File: config.mk
export PLATFORM = sky130hd
export DESIGN_NAME = usb_irq_token_regs
export DESIGN_NICKNAME = d
export VERILOG_FILES = /design/src/verilog/usb_irq_token_pkg.sv /design/src/verilog/sticky_flag_bank.sv /design/src/verilog/usb_irq_token_regs.sv
export SDC_FILE = /design/constraint.sdc
export NUM_CORES = 1
export LEC_CHECK = 0
export BUFFER_PORTS_ARGS = -buffer_cell sky130_fd_sc_hd__buf_4
export CORE_AREA = 2 2 104 117
export DETAILED_ROUTE_END_ITERATION = 7
export DIE_AREA = 0 0 106 119
export SYNTH_ARGS = -nofsm -noshare
export SYNTH_HDL_FRONTEND = slang
export SYNTH_HIERARCHICAL = 1
export SYNTH_SLANG_ARGS = --single-unit
File: constraint.sdc
create_clock -name pclk -period 2.6 [get_ports pclk]
set_input_delay 0.52 -clock pclk [delete_from_list [all_inputs] [get_ports pclk]]
set_output_delay 0.52 -clock pclk [all_outputs]
set_load 0.01 [all_outputs]
File: src/verilog/usb_irq_token_pkg.sv
package usb_irq_token_pkg;

  // Register byte offsets
  localparam logic [7:0] OTG_STATUS_OFS      = 8'h00;
  localparam logic [7:0] OTG_IRQ_EN_OFS      = 8'h04;
  localparam logic [7:0] USB_STATUS_OFS      = 8'h08;
  localparam logic [7:0] USB_IRQ_EN_OFS      = 8'h0C;
  localparam logic [7:0] FRAME_HIGH_OFS      = 8'h10;
  localparam logic [7:0] HOST_TOKEN_OFS      = 8'h14;
  localparam logic [7:0] CONTROL_OFS         = 8'h18;

  // OTG enable and status field positions
  localparam int ID_CHANGE_BIT      = 7;
  localparam int ONE_MS_TIMER_BIT   = 6;
  localparam int LINE_STATE_BIT     = 5;
  localparam int BUS_ACTIVITY_BIT   = 4;
  localparam int SESSION_VALID_BIT  = 3;
  localparam int B_SESSION_END_BIT  = 2;
  localparam int A_VBUS_VALID_BIT   = 0;
  localparam logic [7:0] OTG_IMPL_MASK = 8'hFD;

  // USB enable and status field positions
  localparam int STALL_BIT          = 7;
  localparam int ATTACH_BIT         = 6;
  localparam int RESUME_BIT         = 5;
  localparam int BUS_IDLE_BIT       = 4;
  localparam int TOKEN_DONE_BIT     = 3;
  localparam int FRAME_START_BIT    = 2;
  localparam int ERROR_BIT          = 1;
  localparam int RESET_DETACH_BIT   = 0;
  localparam logic [7:0] USB_IMPL_MASK = 8'hFF;

  // Frame number high field
  localparam int FRAME_UPPER_LSB    = 8;
  localparam int FRAME_UPPER_WIDTH  = 3;

  // Token register fields
  localparam int TOKEN_PID_LSB      = 4;
  localparam int TOKEN_EP_LSB       = 0;
  localparam logic [3:0] PID_OUT    = 4'h1;
  localparam logic [3:0] PID_IN     = 4'h9;
  localparam logic [3:0] PID_SETUP  = 4'hD;

  // Control register fields
  localparam int HOST_MODE_BIT      = 0;
  localparam int TOKEN_BUSY_BIT     = 1;

  // Reset values
  localparam logic [7:0] ENABLE_RESET = 8'h00;
  localparam logic [7:0] TOKEN_RESET  = 8'h00;
  localparam logic [2:0] FRAME_RESET  = 3'h0;

  typedef enum logic [0:0] {
    TOKEN_IDLE = 1'b0,
    TOKEN_BUSY = 1'b1
  } token_state_type;

endpackage

File: src/verilog/sticky_flag_bank.sv
`timescale 1ns/1ps
`default_nettype none

// Sticky event flags, cleared by writing one, gated by an enable mask
module sticky_flag_bank
  import usb_irq_token_pkg::*;
#(
  parameter int          WIDTH     = 8,
  parameter logic [7:0]  IMPL_MASK = 8'hFF
) (
  // Clock and reset
  input  wire logic             pclk,
  input  wire logic             presetn,
  // Event side
  input  wire logic [WIDTH-1:0] set_pulse,
  // Software clear
  input  wire logic             clear_strobe,
  input  wire logic [WIDTH-1:0] clear_data,
  // Gating and result
  input  wire logic [WIDTH-1:0] enable,
  output logic      [WIDTH-1:0] flags,
  output logic                  irq
);

  logic [WIDTH-1:0] flags_reg;
  logic [WIDTH-1:0] flags_next;
  logic [WIDTH-1:0] clear_mask;

  always_comb begin
    clear_mask = clear_strobe ? clear_data : '0;
    // Set wins over a clear in the same cycle
    flags_next = ((flags_reg & ~clear_mask) | set_pulse)
                 & IMPL_MASK[WIDTH-1:0];
  end

  always_ff @(posedge pclk or negedge presetn) begin
    if (!presetn) begin
      flags_reg <= '0;
    end else begin
      flags_reg <= flags_next;
    end
  end

  assign flags = flags_reg;
  // Enable only gates, never touches the flag
  assign irq   = |(flags_reg & enable);

endmodule // sticky_flag_bank

`default_nettype wire

File: src/verilog/usb_irq_token_regs.sv
// Our own choices: the placing of the registers and the APB register port.
`timescale 1ns/1ps
`default_nettype none

// How it works
// - OTG enable bits 7 ID, 6 timer
// - OTG enable bits 5 line state, 4 activity
// - OTG enable bits 3, 2, 0 session/VBUS
// - Unimplemented enable bits read zero
// - USB enable bits 7 stall, 6 attach
// - USB enable bits 5 resume, 4 idle
// - Bit 3 token done, bit 2 SOF
// - Bit 1 gates error interrupts
// - Bit 0 reset in device, detach host
// - Upper frame bits reload on SOF
// - Token type field bits 7 to 4
module usb_irq_token_regs
  import usb_irq_token_pkg::*;
#(
  parameter int ADDR_WIDTH  = 8,
  parameter int FRAME_WIDTH = 11
) (
  // Clock and reset
  input  wire logic                   pclk,
  input  wire logic                   presetn,
  // APB slave
  input  wire logic                   psel,
  input  wire logic                   penable,
  input  wire logic                   pwrite,
  input  wire logic [ADDR_WIDTH-1:0]  paddr,
  input  wire logic [31:0]            pwdata,
  output logic      [31:0]            prdata,
  output logic                        pready,
  output logic                        pslverr,
  // OTG events, one-cycle pulses
  input  wire logic                   id_change_event,
  input  wire logic                   one_ms_timer_event,
  input  wire logic                   line_state_event,
  input  wire logic                   bus_activity_event,
  input  wire logic                   session_valid_event,
  input  wire logic                   b_session_end_event,
  input  wire logic                   a_vbus_valid_event,
  // USB events, one-cycle pulses
  input  wire logic                   stall_event,
  input  wire logic                   attach_event,
  input  wire logic                   resume_event,
  input  wire logic                   bus_idle_event,
  input  wire logic                   error_event,
  input  wire logic                   bus_reset_event,
  input  wire logic                   peer_detach_event,
  // Frame start from the serial engine
  input  wire logic                   sof_received,
  input  wire logic [FRAME_WIDTH-1:0] frame_number,
  // Host transaction request and completion
  output logic                        token_start,
  output logic      [3:0]             token_pid,
  output logic      [3:0]             token_endpoint,
  input  wire logic                   transaction_done,
  // Mode and interrupt
  output logic                        host_mode,
  output logic                        combined_usb_irq
);

  logic                   setup_phase;
  logic                   access_phase;
  logic                   wr_access;
  logic                   addr_known;
  logic [7:0]             otg_irq_en_reg;
  logic [7:0]             usb_irq_en_reg;
  logic [2:0]             frame_upper_reg;
  logic [7:0]             host_token_reg;
  logic                   host_mode_reg;
  token_state_type        token_state_reg;
  logic                   token_start_reg;
  logic [31:0]            prdata_reg;
  logic [7:0]             otg_set;
  logic [7:0]             usb_set;
  logic [7:0]             otg_flags;
  logic [7:0]             usb_flags;
  logic                   otg_irq;
  logic                   usb_irq;
  logic                   otg_clear;
  logic                   usb_clear;
  logic                   token_write;
  logic                   token_done_flag;
  logic                   frame_start_flag;
  logic                   bus_reset_flag;
  logic                   peer_detach_flag;

  // Offset match on the word address
  function automatic logic hit(input logic [ADDR_WIDTH-1:0] a,
                               input logic [7:0] ofs);
    hit = (a[ADDR_WIDTH-1:2] == ADDR_WIDTH'(ofs) >> 2) &&
          (a[1:0] == 2'b00);
  endfunction

  function automatic logic [31:0] word8(input logic [7:0] v);
    word8 = {24'h000000, v};
  endfunction

  // APB phase decode
  assign setup_phase  = psel && !penable;
  assign access_phase = psel && penable;
  assign wr_access    = access_phase && pwrite;

  always_comb begin
    addr_known = hit(paddr, OTG_STATUS_OFS) ||
                 hit(paddr, OTG_IRQ_EN_OFS) ||
                 hit(paddr, USB_STATUS_OFS) ||
                 hit(paddr, USB_IRQ_EN_OFS) ||
                 hit(paddr, FRAME_HIGH_OFS) ||
                 hit(paddr, HOST_TOKEN_OFS) ||
                 hit(paddr, CONTROL_OFS);
  end

  // Zero wait states; unmapped addresses answer with an error
  assign pready  = 1'b1;
  assign pslverr = access_phase && !addr_known;

  // OTG enable register
  always_ff @(posedge pclk or negedge presetn) begin
    if (!presetn) begin
      otg_irq_en_reg <= ENABLE_RESET;
    end else if (wr_access && hit(paddr, OTG_IRQ_EN_OFS)) begin
      otg_irq_en_reg <= pwdata[7:0] & OTG_IMPL_MASK;
    end
  end

  // USB enable register
  always_ff @(posedge pclk or negedge presetn) begin
    if (!presetn) begin
      usb_irq_en_reg <= ENABLE_RESET;
    end else if (wr_access && hit(paddr, USB_IRQ_EN_OFS)) begin
      usb_irq_en_reg <= pwdata[7:0] & USB_IMPL_MASK;
    end
  end

  // Control register
  always_ff @(posedge pclk or negedge presetn) begin
    if (!presetn) begin
      host_mode_reg <= 1'b0;
    end else if (wr_access && hit(paddr, CONTROL_OFS)) begin
      host_mode_reg <= pwdata[HOST_MODE_BIT];
    end
  end

  // Upper frame bits follow each SOF
  always_ff @(posedge pclk or negedge presetn) begin
    if (!presetn) begin
      frame_upper_reg <= FRAME_RESET;
    end else if (sof_received) begin
      frame_upper_reg <=
        frame_number[FRAME_UPPER_LSB +: FRAME_UPPER_WIDTH];
    end
  end

  // Token register and transaction launch
  assign token_write = wr_access && hit(paddr, HOST_TOKEN_OFS);

  always_ff @(posedge pclk or negedge presetn) begin
    if (!presetn) begin
      host_token_reg <= TOKEN_RESET;
    end else if (token_write && token_state_reg == TOKEN_IDLE) begin
      host_token_reg <= pwdata[7:0];
    end
  end

  always_ff @(posedge pclk or negedge presetn) begin
    if (!presetn) begin
      token_state_reg <= TOKEN_IDLE;
      token_start_reg <= 1'b0;
    end else begin
      token_start_reg <= 1'b0;
      case (token_state_reg)
        TOKEN_IDLE: begin
          if (token_write && host_mode_reg) begin
            token_state_reg <= TOKEN_BUSY;
            token_start_reg <= 1'b1;
          end
        end
        TOKEN_BUSY: begin
          if (transaction_done) begin
            token_state_reg <= TOKEN_IDLE;
          end
        end
        default: begin
          token_state_reg <= TOKEN_IDLE;
        end
      endcase
    end
  end

  assign token_start    = token_start_reg;
  assign token_pid      = host_token_reg[TOKEN_PID_LSB +: 4];
  assign token_endpoint = host_token_reg[TOKEN_EP_LSB +: 4];

  // Event flags
  assign token_done_flag  = (token_state_reg == TOKEN_BUSY) &&
                            transaction_done;
  assign frame_start_flag = sof_received;
  assign bus_reset_flag   = !host_mode_reg && bus_reset_event;
  assign peer_detach_flag = host_mode_reg && peer_detach_event;

  always_comb begin
    otg_set                    = 8'h00;
    otg_set[ID_CHANGE_BIT]     = id_change_event;
    otg_set[ONE_MS_TIMER_BIT]  = one_ms_timer_event;
    otg_set[LINE_STATE_BIT]    = line_state_event;
    otg_set[BUS_ACTIVITY_BIT]  = bus_activity_event;
    otg_set[SESSION_VALID_BIT] = session_valid_event;
    otg_set[B_SESSION_END_BIT] = b_session_end_event;
    otg_set[A_VBUS_VALID_BIT]  = a_vbus_valid_event;
  end

  always_comb begin
    usb_set                   = 8'h00;
    usb_set[STALL_BIT]        = stall_event;
    usb_set[ATTACH_BIT]       = attach_event;
    usb_set[RESUME_BIT]       = resume_event;
    usb_set[BUS_IDLE_BIT]     = bus_idle_event;
    usb_set[TOKEN_DONE_BIT]   = token_done_flag;
    usb_set[FRAME_START_BIT]  = frame_start_flag;
    usb_set[ERROR_BIT]        = error_event;
    usb_set[RESET_DETACH_BIT] = bus_reset_flag || peer_detach_flag;
  end

  assign otg_clear = wr_access && hit(paddr, OTG_STATUS_OFS);
  assign usb_clear = wr_access && hit(paddr, USB_STATUS_OFS);

  sticky_flag_bank #(
    .WIDTH     (8),
    .IMPL_MASK (OTG_IMPL_MASK)
  ) otg_bank (
    .pclk         (pclk),
    .presetn      (presetn),
    .set_pulse    (otg_set),
    .clear_strobe (otg_clear),
    .clear_data   (pwdata[7:0]),
    .enable       (otg_irq_en_reg),
    .flags        (otg_flags),
    .irq          (otg_irq)
  );

  sticky_flag_bank #(
    .WIDTH     (8),
    .IMPL_MASK (USB_IMPL_MASK)
  ) usb_bank (
    .pclk         (pclk),
    .presetn      (presetn),
    .set_pulse    (usb_set),
    .clear_strobe (usb_clear),
    .clear_data   (pwdata[7:0]),
    .enable       (usb_irq_en_reg),
    .flags        (usb_flags),
    .irq          (usb_irq)
  );

  // Error class reaches the request only through its enable
  assign combined_usb_irq = otg_irq || usb_irq;
  assign host_mode        = host_mode_reg;

  // Read data captured in the setup cycle
  always_ff @(posedge pclk or negedge presetn) begin
    if (!presetn) begin
      prdata_reg <= 32'h00000000;
    end else if (setup_phase && !pwrite) begin
      if (hit(paddr, OTG_STATUS_OFS)) begin
        prdata_reg <= word8(otg_flags);
      end else if (hit(paddr, OTG_IRQ_EN_OFS)) begin
        prdata_reg <= word8(otg_irq_en_reg);
      end else if (hit(paddr, USB_STATUS_OFS)) begin
        prdata_reg <= word8(usb_flags);
      end else if (hit(paddr, USB_IRQ_EN_OFS)) begin
        prdata_reg <= word8(usb_irq_en_reg);
      end else if (hit(paddr, FRAME_HIGH_OFS)) begin
        prdata_reg <= {29'h00000000, frame_upper_reg};
      end else if (hit(paddr, HOST_TOKEN_OFS)) begin
        prdata_reg <= word8(host_token_reg);
      end else if (hit(paddr, CONTROL_OFS)) begin
        prdata_reg <= {30'h00000000,
                       token_state_reg == TOKEN_BUSY,
                       host_mode_reg};
      end else begin
        prdata_reg <= 32'h00000000;
      end
    end
  end

  assign prdata = prdata_reg;

endmodule // usb_irq_token_regs

`default_nettype wire

* After elaboration in Yosys (flattened, before gate mapping) *
Cells that the tools add are included.

word-level totals
  output and inout port bits = 45
  bits of input ports = 72
  register bits after elaboration = 76
  word-level logic and storage cells = 77

operators by class
  equality and inequality tests = 6
  muxes and demuxes = 13
  bitwise gates (word level) = 9
  reductions and logical operators = 39

operators by type and width
  kind                                                              count
  8-bit two-way mux                                                 8
  8-bit AND                                                         4
  1-bit logical AND                                                 23
  6-bit by 3-bit == test with 1-bit output (second input constant)  3
  8-bit inverter                                                    2
  8-bit OR                                                          2
  8-bit OR reduction                                                2
  6-bit by 2-bit == test with 1-bit output (second input constant)  2
  1-bit logical OR                                                  8
  6-bit by 1-bit == test with 1-bit output (second input constant)  1
  6-bit zero test                                                   1
  1-bit zero test                                                   4
  1-bit two-way mux                                                 3
  2-bit zero test                                                   1
  2-bit two-way mux                                                 1
  1-bit case mux with 2 select lines                                1
  1-bit inverter                                                    1

* Depth between registers and ports, before layout *
Gate-level depths: netlist of run 1.

  depth after elaboration = 10
  gate-level depth with buffers = 7
  gate-level depth less buffers = 5

* Modules after synthesis *
Netlist of run 1, hierarchy kept.

modules (own cells, without submodules)
  module                       sequential area each (um2)  area each (um2)  cells an instance  times used
  usb_irq_token_regs           925.9                       2,172.1          205                1
  sticky_flag_bank (usb_bank)  200.2                       334.1            30                 1
  sticky_flag_bank (otg_bank)  175.2                       295.3            27                 1

* Least setup slack after synthesis of run 1 *
Ideal clock, no wire load.

  path kind = input -> register
  from = in paddr[7]
  to = reg otg_bank.flags_reg[5], in the netlist otg_bank/flags[5]
  setup time = 0.118 ns
  arrival time = 1.929 ns
  cell stages on the path = 5
  data required time = 2.482 ns
  setup slack = 0.553 ns
  buffers on the path = 1
  cells stage by stage = or4_4 buf_6 nor3b_1 nand2_1 a21o_1

on the way
  cells in the longest elaborated chain, start to end = 7

RTL lines
  element                     line                       text
  start, declared             usb_irq_token_regs.sv:30   input wire logic [ADDR_WIDTH-1:0] paddr,
  6-bit zero test             usb_irq_token_regs.sv:93   hit = (a[ADDR_WIDTH-1:2] == ADDR_WIDTH'(ofs) >> 2) &&
  1-bit logical AND           usb_irq_token_regs.sv:93
  1-bit logical AND           usb_irq_token_regs.sv:227  assign otg_clear = wr_access && hit(paddr, OTG_STATUS_OFS);
  net otg_clear               usb_irq_token_regs.sv:82   logic otg_clear;
  8-bit two-way mux           sticky_flag_bank.sv:30     clear_mask = clear_strobe ? clear_data : '0;
  8-bit inverter              sticky_flag_bank.sv:32     flags_next = ((flags_reg & ~clear_mask) | set_pulse)
  8-bit AND                   sticky_flag_bank.sv:32
  8-bit OR                    sticky_flag_bank.sv:32
  net otg_bank.flags_next[5]  sticky_flag_bank.sv:26     logic [WIDTH-1:0] flags_next;
  end signal, assigned        sticky_flag_bank.sv:40     flags_reg <= flags_next;
  end, declared               sticky_flag_bank.sv:25     logic [WIDTH-1:0] flags_reg;

The timed path passes the listed nets, and every way through them passes these cells.
A chain may end at the register's enable or synchronous reset.

* Worst setup path after layout of run 1 *
  from = reg otg_irq_en_reg[5]
  to = out combined_usb_irq

on the way
  cells in the longest elaborated chain, start to end = 3

RTL lines
  element                 line                       text
  start, declared         usb_irq_token_regs.sv:68   logic [7:0] otg_irq_en_reg;
  start signal, assigned  usb_irq_token_regs.sv:125  otg_irq_en_reg <= pwdata[7:0] & OTG_IMPL_MASK;
  8-bit AND               sticky_flag_bank.sv:46     assign irq = |(flags_reg & enable);
  8-bit OR reduction      sticky_flag_bank.sv:46
  net otg_irq             usb_irq_token_regs.sv:80   logic otg_irq;
  1-bit logical OR        usb_irq_token_regs.sv:259  assign combined_usb_irq = otg_irq || usb_irq;
  end, declared           usb_irq_token_regs.sv:61   output logic combined_usb_irq

The timed path passes the listed nets, and every way through them passes these cells.

==> results.py, run 1 <==
metrics = {
    "power": {
        "leakage_nw": 1.573,
        "power_density_nw_per_um2": 489.8,
        "total_power_mw": 1.706,
        "ir_drop_v": 0.0002162,
    },
    "clock_network": {
        "cts_max_level": 2,
        "clk_path_buf_depth": 2,
        "root_buffer": "clkbuf_16",
        "clock_latency_ns": 0.30,
        "cts_hold_buf": 0,
        "post_cts_buffers": 0,
        "cts.clk_slew.worst_paths_ns": 0.07,
        "cts_resized": 0,
        "cts_inserted_buffers": 5,
        "cts_tree": "yes",
        "cts_sinks": 52,
    },
    "die": {
        "rows": 42,
        "io_pins": 117,
        "die_w_um": 106,
        "core_sq_um": 11610,
        "start_util_pct": 24.12,
        "die_area_sq_um": 12610,
        "fp.dieH_um": 119,
    },
    "detailed_routing": {
        "drc": 0,
        "drt_wl_total_mm": 7.236,
        "drtPass1Iterations": 6,
        "ant_nets": 0,
        "wire_per_inst_um": 15.17,
        "drt_iter0_drc": 121,
        "via_per_inst": 4.518,
        "vias": 2155,
    },
    "sta": {
        "slew_headroom_pct": 56.08,
        "fin_crit_sh_pct": 82.58,
        "max_freq_mhz": 465.7,
        "fin_crit_ns": 2.147,
        "setup_violations": 0,
        "rsz0062_at_grt": "no",
        "worst-slew-pin-transition_ns": 0.6588,
        "maxSlewViolCount": 0,
        "skew_ns": 0.003214,
        "hold_viol": 0,
        "setup-tns-final_ns": 0,
    },
    "synthesis": {
        "ys_top_cells_by_area": "dfrtp_1 46%, mux2_2 12%, buf_4 7.2%",
        "synth_ff_type": "dfrtp_1",
        "synth_area_sq_um": 2801,
        "ys.warnings.count": 6,
        "synth_edf_count": 0,
        "synth.top_cell.area_share_pct": 46.45,
        "synth-seq-cells": 52,
        "synth_top_area_cell": "dfrtp_1",
        "postSynthCellCount": 262,
        "ys_types": 47,
        "ys_seq_area_share_pct": 46.45,
        "post_synth.cell_area_avg_sq_um": 10.69,
        "async_reset_ff_share_pct": 100.0,
    },
    "worst_setup_path": {
        "cp.arrival_ns": 1.63,
        "endpoint_kind": "output pin",
        "cp-start-kind": "flip-flop",
        "crit_type": "flip-flop to output pin",
        "path_max_fanout": 3,
        "r2r_setup_slack_ns": 1.29,
        "r2r-end": "host_token_reg[7]",
        "r2r_cells": 3,
        "r2r_start": "token_state_reg",
        "startpoint": "otg_irq_en_reg[5]",
        "crit_end": "combined_usb_irq",
        "cp.required_ns": 2.08,
    },
    "global_routing": {
        "grt-ovfl-total": 0,
        "grt_first_pass_wirelength_mm": 11.76,
        "grt_start_max_net_pins": 53,
        "grtUsageTotal_pct": 11.84,
        "grt_pass1_vias": 2231,
        "antenna_found_initial": 0,
    },
    "place": {
        "routabilityCongestion": 0.8083,
        "post_dp_cell_area_sq_um": 3331,
        "place.detailed.hpwl_mm": 5.584,
        "port_buffers": 59,
        "place_inst": 469,
    },
    "final_layout": {
        "drive_above_1_share_pct": 34.37,
        "n_fill_cell": 1200,
        "num_antenna_cells": 0,
        "fin_cells": 477,
        "fin_nets": 394,
        "multiInputGateArea_sq_um": 1319,
        "syn2layout_area_growth_pct": 24.34,
        "postLayoutCellArea_sq_um": 3483,
        "regArea_sq_um": 1301,
    },
    "status": {
        "outcome": "completed",
    },
    "worst_hold_path": {
        "hp-class": "input port to asynchronous set/reset pin",
    },
    "job": {
        "drv_cap": 0,
    },
}
==> cell type report <==
class                      count  share of cell area (%)
clock buffer                   6                   3.987
clock inverter                 2                  0.3951
inverter                       4                  0.4310
multi-input combinational    192                   37.86
sequential                    52                   37.36
tap                          154                   5.532
timing repair buffer          67                   14.44
==> kinds of logic after synthesis <==
family	share of synthesized area, %
flops	46.45
simple gates	14.83
compound gates	14.25
buf+inv	9.558
mux	14.52
other cells	0.4019
==> placed cells by master, fill, tap and decap left out, types with 6 or more instances in the layout <==
cell type   n
nor4_1      7
mux2_2     29
mux2i_1     8
nor2_1      7
a22oi_1    13
a21o_1     15
nand2b_1    6
conb_1     26
dfrtp_1    52
a21oi_1     8
nand2_1    20
buf_4      67
==> synth_stat cells (4+ instances only) <==
| library cell | number |
|---|---|
| a21oi_1 | 8 |
| nor2_1 | 7 |
| dfrtp_1 | 52 |
| a21o_1 | 15 |
| mux2_2 | 29 |
| buf_2 | 4 |
| nand2_1 | 20 |
| buf_4 | 27 |
| o31ai_1 | 5 |
| and2_1 | 4 |
| nand3_1 | 5 |
| inv_1 | 4 |
| o21ai_0 | 5 |
| nor4_1 | 7 |
| a22oi_1 | 13 |
| mux2i_1 | 8 |
| nand2b_1 | 6 |
==> layer usage <==
layer	share of wire [%]	global-route usage (%)	up-vias
met1	41	14.36	1053
met2	52	20.77	77
met5	0	0	-
met3	4.5	2.244	9
met4	1.8	4.359	0
li1	-	-	1016
==> critical path, stage by stage, from the launching register on <==
cell and delay [ns]:
dfrtp_1 0.40, a222oi_1 0.37, nand3_1 0.10, or2_2 0.32, buf_4 0.15
==> how the worst min path moves through the flow <==
stage	cells past startpoint	start	slack, ns	endpoint
floorplan	0	presetn	0.22	frame_upper_reg[0]
global placement	2	prdata[1]	0.48	prdata[1]
detailed placement	2	prdata[1]	0.49	prdata[1]
CTS	1	presetn	0.29	usb_bank/flags[4]
global route	1	presetn	0.32	host_token_reg[4]
finish	1	presetn	0.25	otg_bank/flags[5]
==> stage by stage <==
stage / utilization (%) / setup slack [ns] / hold slack, ns
after global placement: 28.68 / 0.4120 / 0.4830
after detailed placement: 28.68 / 0.3523 / 0.4887
after floorplan: - / 0.5531 / 0.2244
after CTS: 29.99 / 0.4431 / 0.2854
final: 29.99 / 0.4528 / 0.2487
after global routing: 29.99 / 0.3785 / 0.3155
==> power by group <==
part | internal, mW | switching [mW] | leakage, nW
Sequential | 0.822 | 0.00944 | 0.643
Clock | 0.385 | 0.304 | 0.0772
Combinational | 0.0821 | 0.103 | 0.852
(Power assumes the default switching activity.)
==> inputs of run 2 (changes only) <==
==> constraint.sdc (replaced) <==
create_clock -name pclk -period 1.84 [get_ports pclk]
set_input_delay 0.368 -clock pclk [delete_from_list [all_inputs] [get_ports pclk]]
set_output_delay 0.368 -clock pclk [all_outputs]
set_load 0.01 [all_outputs]
==> run 2 against run 1 <==
Net effect:
- the flow now finishes with violations (negative setup slack)
- sequential power increased by 42%
- hold slack got worse by 0.14 ns
- via count increased by 2.6%
- combinational power grew 54%
- clock power is 36% higher
- die area unchanged
==> results.py, run 2 (same netlist as run 1, synthesis figures left out) <==
metrics = {
    "global_routing": {
        "antenna_found_initial": 0,
        "grt_first_pass_wirelength_mm": 11.76,
        "grt_pass1_vias": 2274,
        "grtUsageTotal_pct": 11.93,
        "grt-ovfl-total": 0,
        "grt_start_max_net_pins": 53,
    },
    "sta": {
        "fin_crit_sh_pct": 103.2,
        "rsz0062_at_grt": "yes",
        "setup-tns-final_ns": -0.05860,
        "worst-slew-pin-transition_ns": 0.6533,
        "slew_headroom_pct": 56.44,
        "skew_ns": 0.003255,
        "max_freq_mhz": 526.7,
        "fin_crit_ns": 1.899,
        "finalWorstSetupSlack_ns": -0.05860,
        "maxSlewViolCount": 0,
        "hold_viol": 0,
        "setup_violations": 1,
        "hold_slack_ns": 0.1064,
    },
    "detailed_routing": {
        "drt_iter0_drc": 129,
        "via_per_inst": 4.487,
        "ant_nets": 0,
        "drtPass1Iterations": 4,
        "drt_wl_total_mm": 7.245,
        "wire_per_inst_um": 14.70,
        "vias": 2212,
        "drc": 0,
    },
    "die": {
        "die_area_sq_um": 12610,
        "core_sq_um": 11610,
        "io_pins": 117,
        "fp.dieH_um": 119,
        "start_util_pct": 24.12,
        "rows": 42,
        "die_w_um": 106,
    },
    "worst_setup_path": {
        "crit_type": "flip-flop to output pin",
        "r2r_setup_slack_ns": 0.63,
        "r2r_start": "token_state_reg",
        "cp.arrival_ns": 1.53,
        "startpoint": "otg_irq_en_reg[5]",
        "r2r_cells": 4,
        "crit_end": "combined_usb_irq",
        "endpoint_kind": "output pin",
        "path_max_fanout": 3,
        "cp.required_ns": 1.47,
        "r2r-end": "host_token_reg[4]",
        "cp-start-kind": "flip-flop",
    },
    "final_layout": {
        "mostFrequentLayoutCell": "buf_4",
        "layout_common_cells": "79 x buf_4, 52 x dfrtp_1, 29 x mux2_2",
        "fin_cells": 493,
        "num_antenna_cells": 0,
        "final_util_pct": 31.47,
        "fin_nets": 410,
        "regArea_sq_um": 1301,
        "syn2layout_area_growth_pct": 30.46,
        "drive_above_1_share_pct": 37.76,
        "multiInputGateArea_sq_um": 1331,
        "n_fill_cell": 1201,
        "postLayoutCellArea_sq_um": 3655,
    },
    "place": {
        "place_inst": 485,
        "post_dp_cell_area_sq_um": 3498,
        "pre_cts_slack_ns": -0.09658,
        "port_buffers": 59,
        "routabilityCongestion": 0.8109,
        "place.detailed.hpwl_mm": 5.686,
    },
    "power": {
        "power_density_nw_per_um2": 657.2,
        "total_power_mw": 2.402,
        "intPower_mw": 1.838,
        "p_seq_share_pct": 48.9,
        "p_switching_uw": 563.7,
        "power_frac_comb_pct": 11.9,
        "leakage_nw": 1.656,
        "ir_drop_v": 0.0004304,
        "power.share.clock_pct": 39.2,
        "swShare_pct": 23.47,
    },
    "clock_network": {
        "cts_inserted_buffers": 5,
        "cts_max_level": 2,
        "post_cts_buffers": 0,
        "cts.clk_slew.worst_paths_ns": 0.06,
        "cts_tree": "yes",
        "cts_sinks": 52,
        "cts_hold_buf": 0,
        "clock_latency_ns": 0.29,
        "root_buffer": "clkbuf_16",
        "clk_path_buf_depth": 2,
    },
    "worst_hold_path": {
        "hp-class": "input port to asynchronous set/reset pin",
    },
    "status": {
        "outcome": "finished, violations left",
        "failed_checks": "negative setup slack",
    },
    "job": {
        "drv_cap": 0,
    },
}
run 2: cell count changes in the layout (fill, tap and decap cells not counted), sizes merged:
cell | previous run | this run
buf | 67 | 83
clkbuf | 6 | 7
clkinv | 1 | 0
clkinvlp | 0 | 1
inv | 5 | 4
run 2: final cells by class:
| cell class | count | area share [%] |
|---|---|---|
| clock buffer | 7 | 3.903 |
| tap | 154 | 5.272 |
| multi-input combinational | 192 | 36.43 |
| timing repair buffer | 83 | 18.18 |
| sequential | 52 | 35.60 |
| inverter | 4 | 0.4108 |
| clock inverter | 1 | 0.2054 |
run 2: power by group through the flow:
stage	sequential [mW]	combinational [mW]	clock [mW]
floorplan	1.19	0.156	0
global placement	1.20	0.277	0
detailed placement	1.20	0.281	0
CTS	1.18	0.288	0.967
global route	1.18	0.313	1.00
finish	1.18	0.285	0.941
run 2: what timing repair did:
item	CTS	global route
gates resized for setup	2	0
pin swaps	1	1
endpoints found under the setup margin	1	1
run 2: layer usage:
| metal | GRT usage, % | up-vias | wire [um] | share of wire [%] |
|---|---|---|---|---|
| met5 | 0 | - | 0 | 0 |
| met4 | 4.441 | 0 | 150 | 2.1 |
| met3 | 2.244 | 9 | 298 | 4.1 |
| met2 | 21.13 | 71 | 3712 | 51 |
| met1 | 14.27 | 1082 | 3084 | 43 |
| li1 | - | 1050 | - | - |
run 2: worst min-delay path by stage:
stage                         end  slack [ns]  cells after the start
2_1_floorplan  frame_upper_reg[0]        0.07                      0
3_3_place_gp    otg_bank/flags[4]        0.45                      1
3_5_place_dp    otg_bank/flags[4]        0.45                      1
4_1_cts        frame_upper_reg[2]        0.14                      1
5_1_grt         otg_bank/flags[6]        0.17                      1
6_report        otg_bank/flags[4]        0.11                      1
run 2: critical path, cell delays in order (launching register included):
cell	delay, ns
dfrtp_1	0.40
a222oi_1	0.35
nand3_1	0.11
or2_4	0.26
buf_6	0.12
